**src/pkg/bmms_pkg.sv**
```systemverilog
// package of constants and carrier types for the boot memory map selector
//
// Summary of operation
// - read reset vector word before releasing core
// - programmed vector maps flash unless the boot pin forces rom, else boot rom
// - all-ones vector means unprogrammed, run loader
// - check reset vector, never the nmi word
// - port/pin fields name a forcing boot pin
package bmms_pkg;

   // ****************************************************************
   // flash addresses and values
   // ****************************************************************
   localparam logic [31:0] RESET_VECTOR_ADDR = 32'h0000_0004;
   localparam logic [31:0] NMI_VECTOR_ADDR = 32'h0000_0008;
   localparam logic [31:0] BASE_ADDR = 32'h0000_0000;
   localparam logic [31:0] ERASED_WORD = 32'hffff_ffff;

   // ****************************************************************
   // boot configuration register layout
   // ****************************************************************
   localparam int PORT_LSB = 13;
   localparam int PORT_W = 3;
   localparam int PIN_LSB = 10;
   localparam int PIN_W = 3;
   localparam int POL_BIT = 9;
   localparam int EN_BIT = 8;
   localparam logic [31:0] BOOT_CONFIG_RESET = 32'hffff_fffe;

   // ****************************************************************
   // timing
   // ****************************************************************
   // pin synchroniser fill time, counted after reset release
   localparam logic [3:0] SETTLE_CNT = 4'h2;
   localparam int CLOCK_MHZ = 25;
   localparam int FLASH_WAIT_NS = 40;
   localparam int FLASH_WAIT_CYC = (FLASH_WAIT_NS * CLOCK_MHZ + 999) / 1000;
   localparam logic [3:0] FLASH_WAIT_CNT = 4'(FLASH_WAIT_CYC < 1 ? 1 : FLASH_WAIT_CYC);

   // ****************************************************************
   // types
   // ****************************************************************
   typedef enum logic {MAP_ROM, MAP_FLASH} bmms_map_type;

   typedef struct packed {
      logic [31:0] addr;
      logic rd;
   } bmms_flash_req_type;

   typedef struct packed {
      bmms_map_type map;
      logic force_pin;
      logic vector_blank;
   } bmms_status_type;

endpackage

```
**src/design/bmms_sync.sv**
```systemverilog
// two flip-flop synchroniser for a bank of pin levels
`timescale 1ns/10ps
`default_nettype none
module bmms_sync #(
   parameter int W = 64
) (
   // clock and reset
   input wire logic clock,
   input wire logic resetn,
   // levels
   input wire logic [W-1:0] d,
   output logic [W-1:0] q
);

   logic [W-1:0] meta_r;
   logic [W-1:0] meta_nxt;
   logic [W-1:0] q_r;
   logic [W-1:0] q_nxt;

   // first stage only feeds second stage
   always_comb begin
      meta_nxt = d;
      q_nxt = meta_r;
   end

   always_ff @(posedge clock or negedge resetn) begin
      if (!resetn) begin
         meta_r <= '0;
         q_r <= '0;
      end else begin
         meta_r <= meta_nxt;
         q_r <= q_nxt;
      end
   end

   assign q = q_r;

endmodule
`default_nettype wire

```
**src/design/bmms_top.sv**
```systemverilog
// boot memory map selector: inspects reset vector, picks flash or rom at zero
`timescale 1ns/10ps
`default_nettype none
module bmms_top (
   // clock and reset
   input wire logic clock,
   input wire logic resetn,
   // boot configuration register contents, from nonvolatile store
   input wire logic [31:0] boot_config_register,
   // gpio pin levels, eight ports of eight pins
   input wire logic [63:0] gpio_pins,
   // flash read port
   output bmms_pkg::bmms_flash_req_type flash_req,
   input wire logic [31:0] flash_rdata,
   input wire logic flash_rvalid,
   // to core and memory decode
   output logic core_release,
   output bmms_pkg::bmms_map_type map_sel,
   output bmms_pkg::bmms_status_type boot_status
);

   // ****************************************************************
   // pin synchronisation
   // ****************************************************************
   logic [63:0] pins_s;

   bmms_sync #(
      .W(64)
   ) u_sync (
      .clock(clock),
      .resetn(resetn),
      .d(gpio_pins),
      .q(pins_s)
   );

   // ****************************************************************
   // sequencer
   // ****************************************************************
   typedef enum logic [2:0] {S_SETTLE, S_READ, S_WAIT, S_DECIDE, S_RUN} bmms_state_type;

   bmms_state_type state_r, state_nxt;
   logic [3:0] cnt_r, cnt_nxt;
   logic [31:0] vec_r, vec_nxt;
   bmms_pkg::bmms_flash_req_type req_r, req_nxt;
   logic release_r, release_nxt;
   bmms_pkg::bmms_map_type map_r, map_nxt;
   bmms_pkg::bmms_status_type stat_r, stat_nxt;
   logic [5:0] pin_idx;
   logic pin_level;
   logic force_boot;
   logic blank;
   logic to_rom;
   logic take_word;

   // selected forcing pin, chosen by port and pin fields
   // pin selection decode
   assign pin_idx = {boot_config_register[bmms_pkg::PORT_LSB +: bmms_pkg::PORT_W],
                     boot_config_register[bmms_pkg::PIN_LSB +: bmms_pkg::PIN_W]};
   assign pin_level = pins_s[pin_idx];
   // enable bit is active low, as an erased register keeps the feature off
   assign force_boot = !boot_config_register[bmms_pkg::EN_BIT] &&
                       (pin_level == boot_config_register[bmms_pkg::POL_BIT]);
   assign blank = (vec_r == bmms_pkg::ERASED_WORD);

   // ****************************************************************
   // shared decode
   // ****************************************************************
   // an early valid is ignored; the word counts only once the wait has run out
   assign take_word = (state_r == S_WAIT) && flash_rvalid && (cnt_r == 4'h0);
   // blank or forced goes to rom
   assign to_rom = blank || force_boot;

   // ****************************************************************
   // sequencer state and wait counter
   // ****************************************************************
   // next state and count
   always_comb begin
      state_nxt = state_r;
      cnt_nxt = cnt_r;
      case (state_r)
         // give the pin synchroniser time to fill
         S_SETTLE: begin
            if (cnt_r == bmms_pkg::SETTLE_CNT) begin
               state_nxt = S_READ;
            end else begin
               cnt_nxt = cnt_r + 4'h1;
            end
         end
         S_READ: begin
            cnt_nxt = bmms_pkg::FLASH_WAIT_CNT;
            state_nxt = S_WAIT;
         end
         // access time first, then the answer
         S_WAIT: begin
            if (cnt_r != 4'h0) begin
               cnt_nxt = cnt_r - 4'h1;
            end
            if (take_word) begin
               state_nxt = S_DECIDE;
            end
         end
         // one cycle to judge the word
         S_DECIDE: begin
            state_nxt = S_RUN;
         end
         S_RUN: begin
            state_nxt = S_RUN;
         end
         default: begin
            state_nxt = S_SETTLE;
         end
      endcase
   end

   // only reset can leave the run state
   always_ff @(posedge clock or negedge resetn) begin
      if (!resetn) begin
         state_r <= S_SETTLE;
         cnt_r <= 4'h0;
      end else begin
         state_r <= state_nxt;
         cnt_r <= cnt_nxt;
      end
   end

   // ****************************************************************
   // flash read request
   // ****************************************************************
   // strobe lasts one cycle; address stays put afterwards
   always_comb begin
      req_nxt = req_r;
      req_nxt.rd = 1'b0;
      if (state_r == S_READ) begin
         req_nxt.addr = bmms_pkg::RESET_VECTOR_ADDR;
         req_nxt.rd = 1'b1;
      end
   end

   // request register
   always_ff @(posedge clock or negedge resetn) begin
      if (!resetn) begin
         req_r <= '0;
      end else begin
         req_r <= req_nxt;
      end
   end

   // ****************************************************************
   // vector capture
   // ****************************************************************
   // word kept so the decision sees a stable copy
   always_comb begin
      vec_nxt = vec_r;
      if (take_word) begin
         vec_nxt = flash_rdata;
      end
   end

   // vector register
   always_ff @(posedge clock or negedge resetn) begin
      if (!resetn) begin
         vec_r <= 32'h0000_0000;
      end else begin
         vec_r <= vec_nxt;
      end
   end

   // ****************************************************************
   // mapping latch
   // ****************************************************************
   // written in the decision cycle only, so later pin or config changes are ignored
   always_comb begin
      map_nxt = map_r;
      stat_nxt = stat_r;
      if (state_r == S_DECIDE) begin
         if (to_rom) begin
            map_nxt = bmms_pkg::MAP_ROM;
            stat_nxt.map = bmms_pkg::MAP_ROM;
         end else begin
            map_nxt = bmms_pkg::MAP_FLASH;
            stat_nxt.map = bmms_pkg::MAP_FLASH;
         end
         stat_nxt.force_pin = force_boot;
         stat_nxt.vector_blank = blank;
      end
   end

   always_ff @(posedge clock or negedge resetn) begin
      if (!resetn) begin
         map_r <= bmms_pkg::MAP_ROM;
         stat_r <= '0;
      end else begin
         map_r <= map_nxt;
         stat_r <= stat_nxt;
      end
   end

   // ****************************************************************
   // core release
   // ****************************************************************
   // rises with the mapping, so the core never fetches from an undecided map
   always_comb begin
      release_nxt = release_r;
      if (state_r == S_DECIDE) begin
         release_nxt = 1'b1;
      end
   end

   // release register
   always_ff @(posedge clock or negedge resetn) begin
      if (!resetn) begin
         release_r <= 1'b0;
      end else begin
         release_r <= release_nxt;
      end
   end

   assign flash_req = req_r;
   assign core_release = release_r;
   assign map_sel = map_r;
   assign boot_status = stat_r;

endmodule
`default_nettype wire

```
**config.mk**
```make
export PLATFORM = sky130hd
export DESIGN_NAME = bmms_top
export DESIGN_NICKNAME = d
export VERILOG_FILES = /design/src/pkg/bmms_pkg.sv /design/src/design/bmms_sync.sv /design/src/design/bmms_top.sv
export SDC_FILE = /design/constraint.sdc
export NUM_CORES = 1
export LEC_CHECK = 0
export BUFFER_PORTS_ARGS = -buffer_cell sky130_fd_sc_hd__buf_4
export CAP_MARGIN = 25
export CORE_UTILIZATION = 35
export CTS_BUF_LIST = sky130_fd_sc_hd__clkbuf_4
export CTS_CLUSTER_SIZE = 40
export DETAILED_ROUTE_END_ITERATION = 8
export PLACE_DENSITY_LB_ADDON = 0.25
export SYNTH_ARGS = -nofsm -noshare
export SYNTH_HDL_FRONTEND = slang
export SYNTH_HIERARCHICAL = 1
export SYNTH_SLANG_ARGS = --single-unit
```
**constraint.sdc**
```tcl
create_clock -name clock -period 4 [get_ports clock]
set_input_delay 0.8 -clock clock [delete_from_list [all_inputs] [get_ports clock]]
set_output_delay 0.8 -clock clock [all_outputs]
set_load 0.02 [all_outputs]
```
-- Yosys cells after proc, flatten, opt, wreduce, memory -nomap -nowiden
Cells that the tools add are included.
- flip-flop bits (word level): 173
- bits in latches: 0
- bits in writable memories: 0
- ROM bits: 0
- input bits: 131
- output and inout bits: 38
- word-level logic and storage cells: 47
- memories kept: 0
- $add $sub $neg: 2
- multipliers: 0
- divide/modulo/power cells: 0
- $lt $le $gt $ge: 1
- equality and inequality tests: 11
- shift-type cells: 0
- multiplexer cells: 10
- bitwise logic cells: 0
- reduce and logical (&&, ||, !) cells: 12
- operators by type and width (operator ; number):
    $eq A32 B32 Y1 const B ; 1
    $pmux W3 S4 ; 1
    $pmux W4 S3 ; 1
    $mux W4 ; 2
    $lt A6 B7 Y1 const B ; 1
    $bmux W1 S6 ; 1
    $eq A3 B2 Y1 const B ; 2
    $mux W3 ; 2
    $ne A2 B2 Y1 const B ; 3
    $add A4 B1 Y4 const B ; 1
    $eq A4 B2 Y1 const B ; 1
    $logic_not A4 Y1 ; 1
    $reduce_bool A4 Y1 ; 1
    $sub A4 B1 Y4 const B ; 1
    $eq A3 B1 Y1 const B ; 1
    $eq A3 B3 Y1 const B ; 1
    $logic_and A1 B1 Y1 ; 3
    $logic_not A3 Y1 ; 1
    $mux W1 ; 3
    $reduce_and A3 Y1 ; 1
    $reduce_bool A3 Y1 ; 1
    $ne A2 B1 Y1 const B ; 1
    $reduce_and A2 Y1 ; 1
    $reduce_or A2 Y1 ; 1
    3 further kinds ; 3

-- Logic depth before layout (Yosys ltp)
Gate-level depths: netlist of run 1.
- depth in word-level cells: 6
- mapped depth: 10
- mapped depth without buffers: 9

-- Cells and area by module
Netlist of run 1, hierarchy kept.
- by module, submodules not included (module ; times used ; cells each ; area an instance (µm²) ; sequential area each (µm²)):
    bmms_sync ; 1 ; 128 ; 3203.1 ; 3203.1
    bmms_top ; 1 ; 217 ; 2740.1 ; 1126.1

-- Worst setup path after synthesis of run 1
OpenSTA, ideal clock, no wires.
- path kind: input -> register
- from: input boot_config_register[10]
- to: register stat_r (netlist bit boot_status[2])
- setup time: 0.138 ns
- arrival: 2.159 ns
- data required time: 3.862 ns
- slack: 1.702 ns
- cell stages on the path: 8
- path buffers: 2
- path through: buf_6 buf_12 mux4_2 mux2i_1 a221oi_2 a22oi_2 xor2_1 a211oi_1
- cells in the longest elaborated chain, start to end: 6
- RTL lines (element ; line ; source):
    start, declared ; bmms_top.sv:9 ; input wire logic [31:0] boot_config_register,
    $bmux W1 S6 ; bmms_top.sv:59 ; assign pin_level = pins_s[pin_idx];
    $mux W1 (implied by the code) ; bmms_top.sv:59 ;
    $eq A1 B1 Y1 ; bmms_top.sv:62 ; (pin_level == boot_config_register[bmms_pkg::POL_BIT]);
    $logic_and A1 B1 Y1 ; bmms_top.sv:61 ; assign force_boot = !boot_config_register[bmms_pkg::EN_BIT] &&
    $logic_or A1 B1 Y1 ; bmms_top.sv:71 ; assign to_rom = blank || force_boot;
    $mux W1 ; bmms_top.sv:176 ; if (to_rom) begin
    end signal, assigned ; bmms_top.sv:194 ; stat_r <= stat_nxt;
    end, declared ; bmms_top.sv:47 ; bmms_pkg::bmms_status_type stat_r, stat_nxt;
Every way passes these cells. The select of a mux whose other input is x is not followed.
A chain may end at the register's enable or synchronous reset.

-- Final worst setup path of run 1
- from: register state_r[1]
- to: register cnt_r[3]
- cells in the longest elaborated chain, start to end: 3
- elaborated cells between the ends (all ways): 8
- classes of those cells: eq/ne: 4; mux: 1; reduce/logical: 3
- RTL lines (element ; line ; source):
    start, declared ; bmms_top.sv:41 ; bmms_state_type state_r, state_nxt;
    start signal, assigned ; bmms_top.sv:121 ; state_r <= state_nxt;
    $eq A3 B2 Y1, or another cell as far along ; bmms_top.sv:80 ; case (state_r)
    $ne A2 B1 Y1 (no line), or another cell as far along ; n/a ;
    $reduce_and A3 Y1 (no line) ; n/a ;
    end signal, assigned ; bmms_top.sv:122 ; cnt_r <= cnt_nxt;
    end, declared ; bmms_top.sv:42 ; logic [3:0] cnt_r, cnt_nxt;
Parallel ways exist; a longest one is shown, timed or not.

==> results_dict.tcl, run 1 <==
set metrics [dict create \
    status "finished clean" \
    criticalPathCategory "flop to flop" \
    ioPinCount 169 \
    end_kind "flop" \
    synth_area_leaders "dfrtp_1 (73%), mux2_2 (6.1%), buf_4 (4.0%)" \
    setup_ws_ps 1509 \
    gr-usage-all-layers_pct 12.69 \
    layout-drive-gt1-share_pct 39.63 \
    rr_endpoint "cnt_r[3]" \
    avgViaCountPerCell 4.283 \
    die_width_um 132.3 \
    overflow 0 \
    start_util_pct 35.84 \
    hold_viol_final 0 \
    gp_congestion 0.7364 \
    yosysWarnings 6 \
    syn2layout_area_growth_pct 20.59 \
    cts_resized 0 \
    post-place-ws_ps 1183 \
    synth-compound-area-share_pct 3.074 \
    cts_setup_buffers 0 \
    die-area_sq_um 17510 \
    cts_max_path_buffers 2 \
    startpoint_type "flop" \
    crit_required_ps 4430 \
    cts_made_buffers 17 \
    firstDrtPassIters 4 \
    async_reset_ff_share_pct 100.0 \
    power_per_cell_area_nw_per_um2 540.7 \
    rsz0062_at_grt "false" \
    synth_top_area_share_pct 72.84 \
    slew_headroom_pct 49.35 \
    cpPeakStageDelay_ps 520 \
    max_cap_viol_count 0 \
    clock-skew-final_ps 19.50 \
    synth_edf_count 0 \
    synth.distinct_cells 39 \
    cts_tree "yes" \
    min_period_over_period_pct 62.26 \
    cts.hold.buffers_added 0 \
    num_rows 47 \
    synthAdderAreaFrac_pct 0.7579 \
    path_cells "inv_1 > nor3_1 > ha_1 > a21o_1 > a21oi_1 > nor3b_1 > a21o_1 > a32oi_1 > o21ai_0" \
    postRouteAntennaNets 0 \
    finalWorstPathRequiredPeriod_ps 2491 \
    layout.nets 603 \
    hp-class "primary input to async pin" \
    drc 0 \
    p_leak_uw 0.003355 \
    synth_top_family_by_area "multiplexers" \
    grt_max_degree 87 \
    chipHeight_um 132.3 \
    synthFlopType "dfrtp_1" \
    setup_violations 0 \
    first_iter_violations 125 \
    first_global_vias 3258 \
    wl_per_cell_um 14.41 \
    clkLatencyLatePin_ps 540 \
    r2r-start "state_r[1]" \
    fill_cells 1507 \
    netlist_area_sq_um 5943 \
    crit_path_frequent_cell "a21o_1" \
    cp.arrival_ps 2930 \
    worst_slew_pin_slew_ps 759.8 \
    synthXorXnorAreaFrac_pct 0.5895 \
    postLayoutCoreUtil_pct 43.22 \
    yosysTopAreaCell "dfrtp_1" \
    port_buffers 113 \
    yosys.area_share.simple_pct 3.158 \
    hpwl_mm 7.090 \
    ys_seq_area_share_pct 72.84 \
    antenna_found_initial 1 \
    path_clk_slew_ps 150 \
    reg2reg_depth 9 \
    cts.sinks 173 \
    slowest_stage "dfrtp_1" \
    setup.worst_path.start "state_r[1]" \
    synth-seq-cells 173 \
    fin_tns_setup_ps 0 \
    synthCells 345 \
    routed_wl_mm 10.13 \
    r2r_slack_ps 1510 \
    avgSynthCellArea_sq_um 17.23 \
    slew_viol_final 0 \
    synth_mux_area_share_pct 14.02 \
    worstPathMaxFanout 7 \
    max_freq_mhz 401.5 \
    vdd_drop_max_v 0.0002758 \
    grt_first_pass_wirelength_mm 16.66 \
    floorplan.core_area_sq_um 16580 \
    vias 3011 \
    clockRootBuffer "clkbuf_4" \
    htree_levels 4 \
]
[worst max path at each step]
stage                           to  cells after the start
global route              cnt_r[3]                      9
finish                    cnt_r[3]                      9
detailed placement  boot_status[2]                      7
global placement    boot_status[2]                      7
CTS                       cnt_r[3]                      9
floorplan           boot_status[2]                      8
[stage by stage]
step | instances | hold slack (ps) | power [uW] | area (sq um)
after global routing | 703 | 264.8 | 4126 | 7167
after floorplan | 375 | 331.2 | 2762 | 6056
final | 703 | 264.8 | 3875 | 7167
after global placement | 670 | 334.3 | 2967 | 6902
after CTS | 702 | 259.4 | 3930 | 7164
after detailed placement | 670 | 334.7 | 3010 | 6902
[power breakdown]
part | switching [uW] | total [uW] | internal [uW]
combinational | 353 | 772 | 419
sequential | 168 | 2190 | 2020
clock | 641 | 912 | 271
total | 1160 | 3870 | 2710
[cell type report]
class	count	area, sq um	area share, %
antenna	1	2.502	0.03492
clock buffer	17	127.6	1.781
clock inverter	15	135.1	1.885
inverter	4	15.01	0.2095
multi-input combinational	156	1400	19.54
sequential	173	4329	60.41
tap	220	275.3	3.841
timing repair buffer	117	882.1	12.31
[kinds of logic (layout without fill, tap and decap cells)]
kind of cell | count (synthesis) | in the layout
buffers and inverters | 46 | 153
muxes | 57 | 57
DFF | 173 | 173
and+or+nand+nor | 36 | 36
xor gates and xnor gates | 4 | 4
AOI/OAI and AO/OA | 25 | 25
adders and majority gates | 3 | 3
other | 1 | 32
[synth_stat cells, drive strengths merged, types with 2 or more instances]
library cell and n:
nor2b 4, a221oi 2, inv 4, a21o 4
nor3 3, clkbuf 4, a21oi 5, xor2 3
a22o 2, nor2 8, mux4 16, nand3 2
mux2 32, nor4 2, dfrtp 173, o21ai 5
nand4 8, buf 38, nand2 5, mux2i 9
ha 2, a22oi 4
[layer usage]
metal,GRT usage (%),share of wire [%],vias up
met4,5.747,1.7,0
met2,20.37,50,97
met1,16.33,44,1509
li1,-,-,1395
met3,3.153,4.5,10
met5,0,0,-
[cell usage in the layout (no fill, tap or decap), types with 5 or more instances in the layout]
master / Yosys / routed
clkbuf_4: 0 / 17
nand4_1: 8 / 8
mux4_1: 6 / 6
inv_8: 0 / 5
buf_4: 32 / 116
a21oi_1: 5 / 5
o21ai_0: 5 / 5
mux4_2: 10 / 10
nor2_1: 8 / 8
mux2i_1: 9 / 9
dfrtp_1: 173 / 173
nand2_1: 5 / 5
conb_1: 1 / 31
mux2_2: 32 / 32
[critical path: cells and delay by family, from the launching register on]
family                     cells  cell delay (ps)
adders and majority gates      1              330
buffers and inverters          1              160
and+or+nand+nor                2              580
AOI/OAI and AO/OA              5              800
DFF                            1              520
[state kept, by name, summed over array words and instances, names as in the netlist]
signal,cells
boot_status,3
cnt_r,4
core_release,1
flash_req,2
state_r,3
u_sync/meta_r,64
u_sync/q,64
vec_r,32
No activity file was read; power rests on OpenSTA's default activity.
==> inputs of run 2 (changes only) <==
- clock period: 4 -> 2.3 ns (I/O delays scaled with it)
==> run 2 against run 1 <==
- worst setup slack lost 1200 ps
- largest power group unchanged
- wire length grew 9.4%
- utilization grew 4.6 points
- clock power grew 80%
- clock skew shrank 1.0 ps
- critical path depth is the same
- highest routed layer unchanged
- combinational power grew 100%
- first-iteration DRC count grew 28%
- final cell count grew 11%
- maximum frequency grew 27%
==> results_dict.tcl, run 2 (synthesis results as in run 1) <==
set metrics [dict create \
    status "finished clean" \
    path_clk_slew_ps 150 \
    port_buffers 113 \
    die_width_um 132.3 \
    max_cap_viol_count 0 \
    grt_max_degree 72 \
    path_cells "inv_1 > nor3_1 > ha_1 > a21o_1 > a21oi_2 > nor3b_1 > a21o_1 > a32oi_1 > o21ai_0" \
    post-place-ws_ps -26.62 \
    fin_cells 777 \
    fin_tns_setup_ps 0 \
    clock-skew-final_ps 18.49 \
    finalWorstPathRequiredPeriod_ps 1968 \
    drc 0 \
    firstDrtPassIters 4 \
    grt_first_pass_wirelength_mm 18.30 \
    end_kind "flop" \
    criticalPathCategory "flop to flop" \
    postLayoutCoreUtil_pct 47.83 \
    setup_ws_ps 332.4 \
    ioPinCount 169 \
    p_leak_uw 0.003688 \
    power_per_cell_area_nw_per_um2 881.6 \
    slew_headroom_pct 66.01 \
    cts_max_path_buffers 2 \
    crit_required_ps 2730 \
    setup.worst_path.start "state_r[1]" \
    clockRootBuffer "clkbuf_4" \
    vias 3342 \
    num_rows 47 \
    mostFrequentLayoutCells "dfrtp_1 (173), buf_4 (122), dlygate4sd3_1 (65), mux2_2 (32), conb_1 (31)" \
    min_from "flash_rdata[30]" \
    max_freq_mhz 508.2 \
    wl_per_cell_um 14.27 \
    gp_congestion 0.7368 \
    worst_slew_pin_slew_ps 509.8 \
    postRouteAntennaNets 0 \
    start_util_pct 35.84 \
    cts_tree "yes" \
    vdd_drop_max_v 0.0004271 \
    rsz0062_at_grt "false" \
    first_iter_violations 160 \
    worstPathMaxFanout 5 \
    fill_cells 1454 \
    routed_wl_mm 11.09 \
    overflow 0 \
    first_global_vias 3669 \
    layout.nets 677 \
    cts_made_buffers 17 \
    syn2layout_area_growth_pct 33.47 \
    htree_levels 4 \
    cp.arrival_ps 2390 \
    layout-drive-gt1-share_pct 36.69 \
    slew_viol_final 0 \
    slowest_stage "dfrtp_1" \
    floorplan.core_area_sq_um 16580 \
    setup_violations 0 \
    hpwl_mm 7.336 \
    hold_viol_final 0 \
    place_inst 679 \
    min_period_over_period_pct 85.55 \
    hp-class "primary input to flop" \
    worst-path-buf-inv 1 \
    cpPeakStageDelay_ps 380 \
    crit_path_frequent_cell "a21o_1" \
    antenna_found_initial 1 \
    r2r-start "state_r[1]" \
    chipHeight_um 132.3 \
    startpoint_type "flop" \
    cts.sinks 173 \
    gr-usage-all-layers_pct 13.97 \
    die-area_sq_um 17510 \
    cpLargestDelayFamily "compound AO/OA/AOI/OAI gates" \
    clkLatencyLatePin_ps 550 \
    final_common_cell "dfrtp_1" \
    avgViaCountPerCell 4.301 \
]
==> run 2: cell types whose count changed in the layout (fill, tap and decap cells not counted), moves of 2 or more <==
| cell | change |
|---|---|
| clkinv_1 | -3 |
| buf_12 | +3 |
| dlygate4sd3_1 | +65 |
| inv_8 | -3 |
| buf_4 | +6 |
| clkinv_2 | +3 |
| inv_6 | +2 |
| clkinv_4 | -2 |
| clkinvlp_4 | +2 |
==> run 2: path summary, 6_finish.rpt <==
check / slack (ps) / cells after the start / endpoint
max: 330 / 9 / cnt_r[3]
min: 130 / 2 / vec_r[30]
max reg2reg: 330 / 9 / cnt_r[3]
min reg2reg: 350 / 0 / u_sync/q[63]
max in group asynchronous: 1140 / 3 / u_sync/q[46]
min in group asynchronous: 420 / 2 / vec_r[26]
==> run 2: routing by layer <==
layer  wire length (um)  vias up  share of wire [%]  GRT usage, %
met2               5664      101                 51         22.93
met5                  0        -                  0             0
met4                275        0                2.5         7.024
li1                   -     1535                  -             -
met1               4718     1686                 43         17.02
met3                429       20                3.9         3.806
==> run 2: metrics by stage <==
stage / power, uW / hold WS (ps) / instance area, sq um
global route: 7452 / 52.13 / 7933
global placement: 5243 / 335.8 / 7007
detailed placement: 5325 / 334.7 / 7007
finish: 6993 / 129.7 / 7933
floorplan: 4804 / 164.4 / 6056
CTS: 7096 / 60.67 / 7926
==> run 2: cell type report <==
type	instances	area [sq um]	area share, %
Multi-Input combinational cell	156	1404	17.70
Clock inverter	14	133.9	1.688
Sequential cell	173	4329	54.57
Clock buffer	18	135.1	1.703
Antenna cell	1	2.502	0.03155
Timing Repair Buffer	191	1638	20.65
Tap cell	220	275.3	3.470
Inverter	4	15.01	0.1893
==> run 2: where the power goes <==
group / switching (uW) / internal [uW]
Combinational: 708 / 875
Sequential: 249 / 3520
Clock: 1070 / 569
Total: 2030 / 4960
==> run 2: repair_timing <==
item | in CTS | in global routing
hold buffers | 65 | 0
setup endpoints to repair | 0 | 1
gates resized for setup | 0 | 1
setup buffers | 0 | 0
endpoints found under the hold margin | 116 | 0
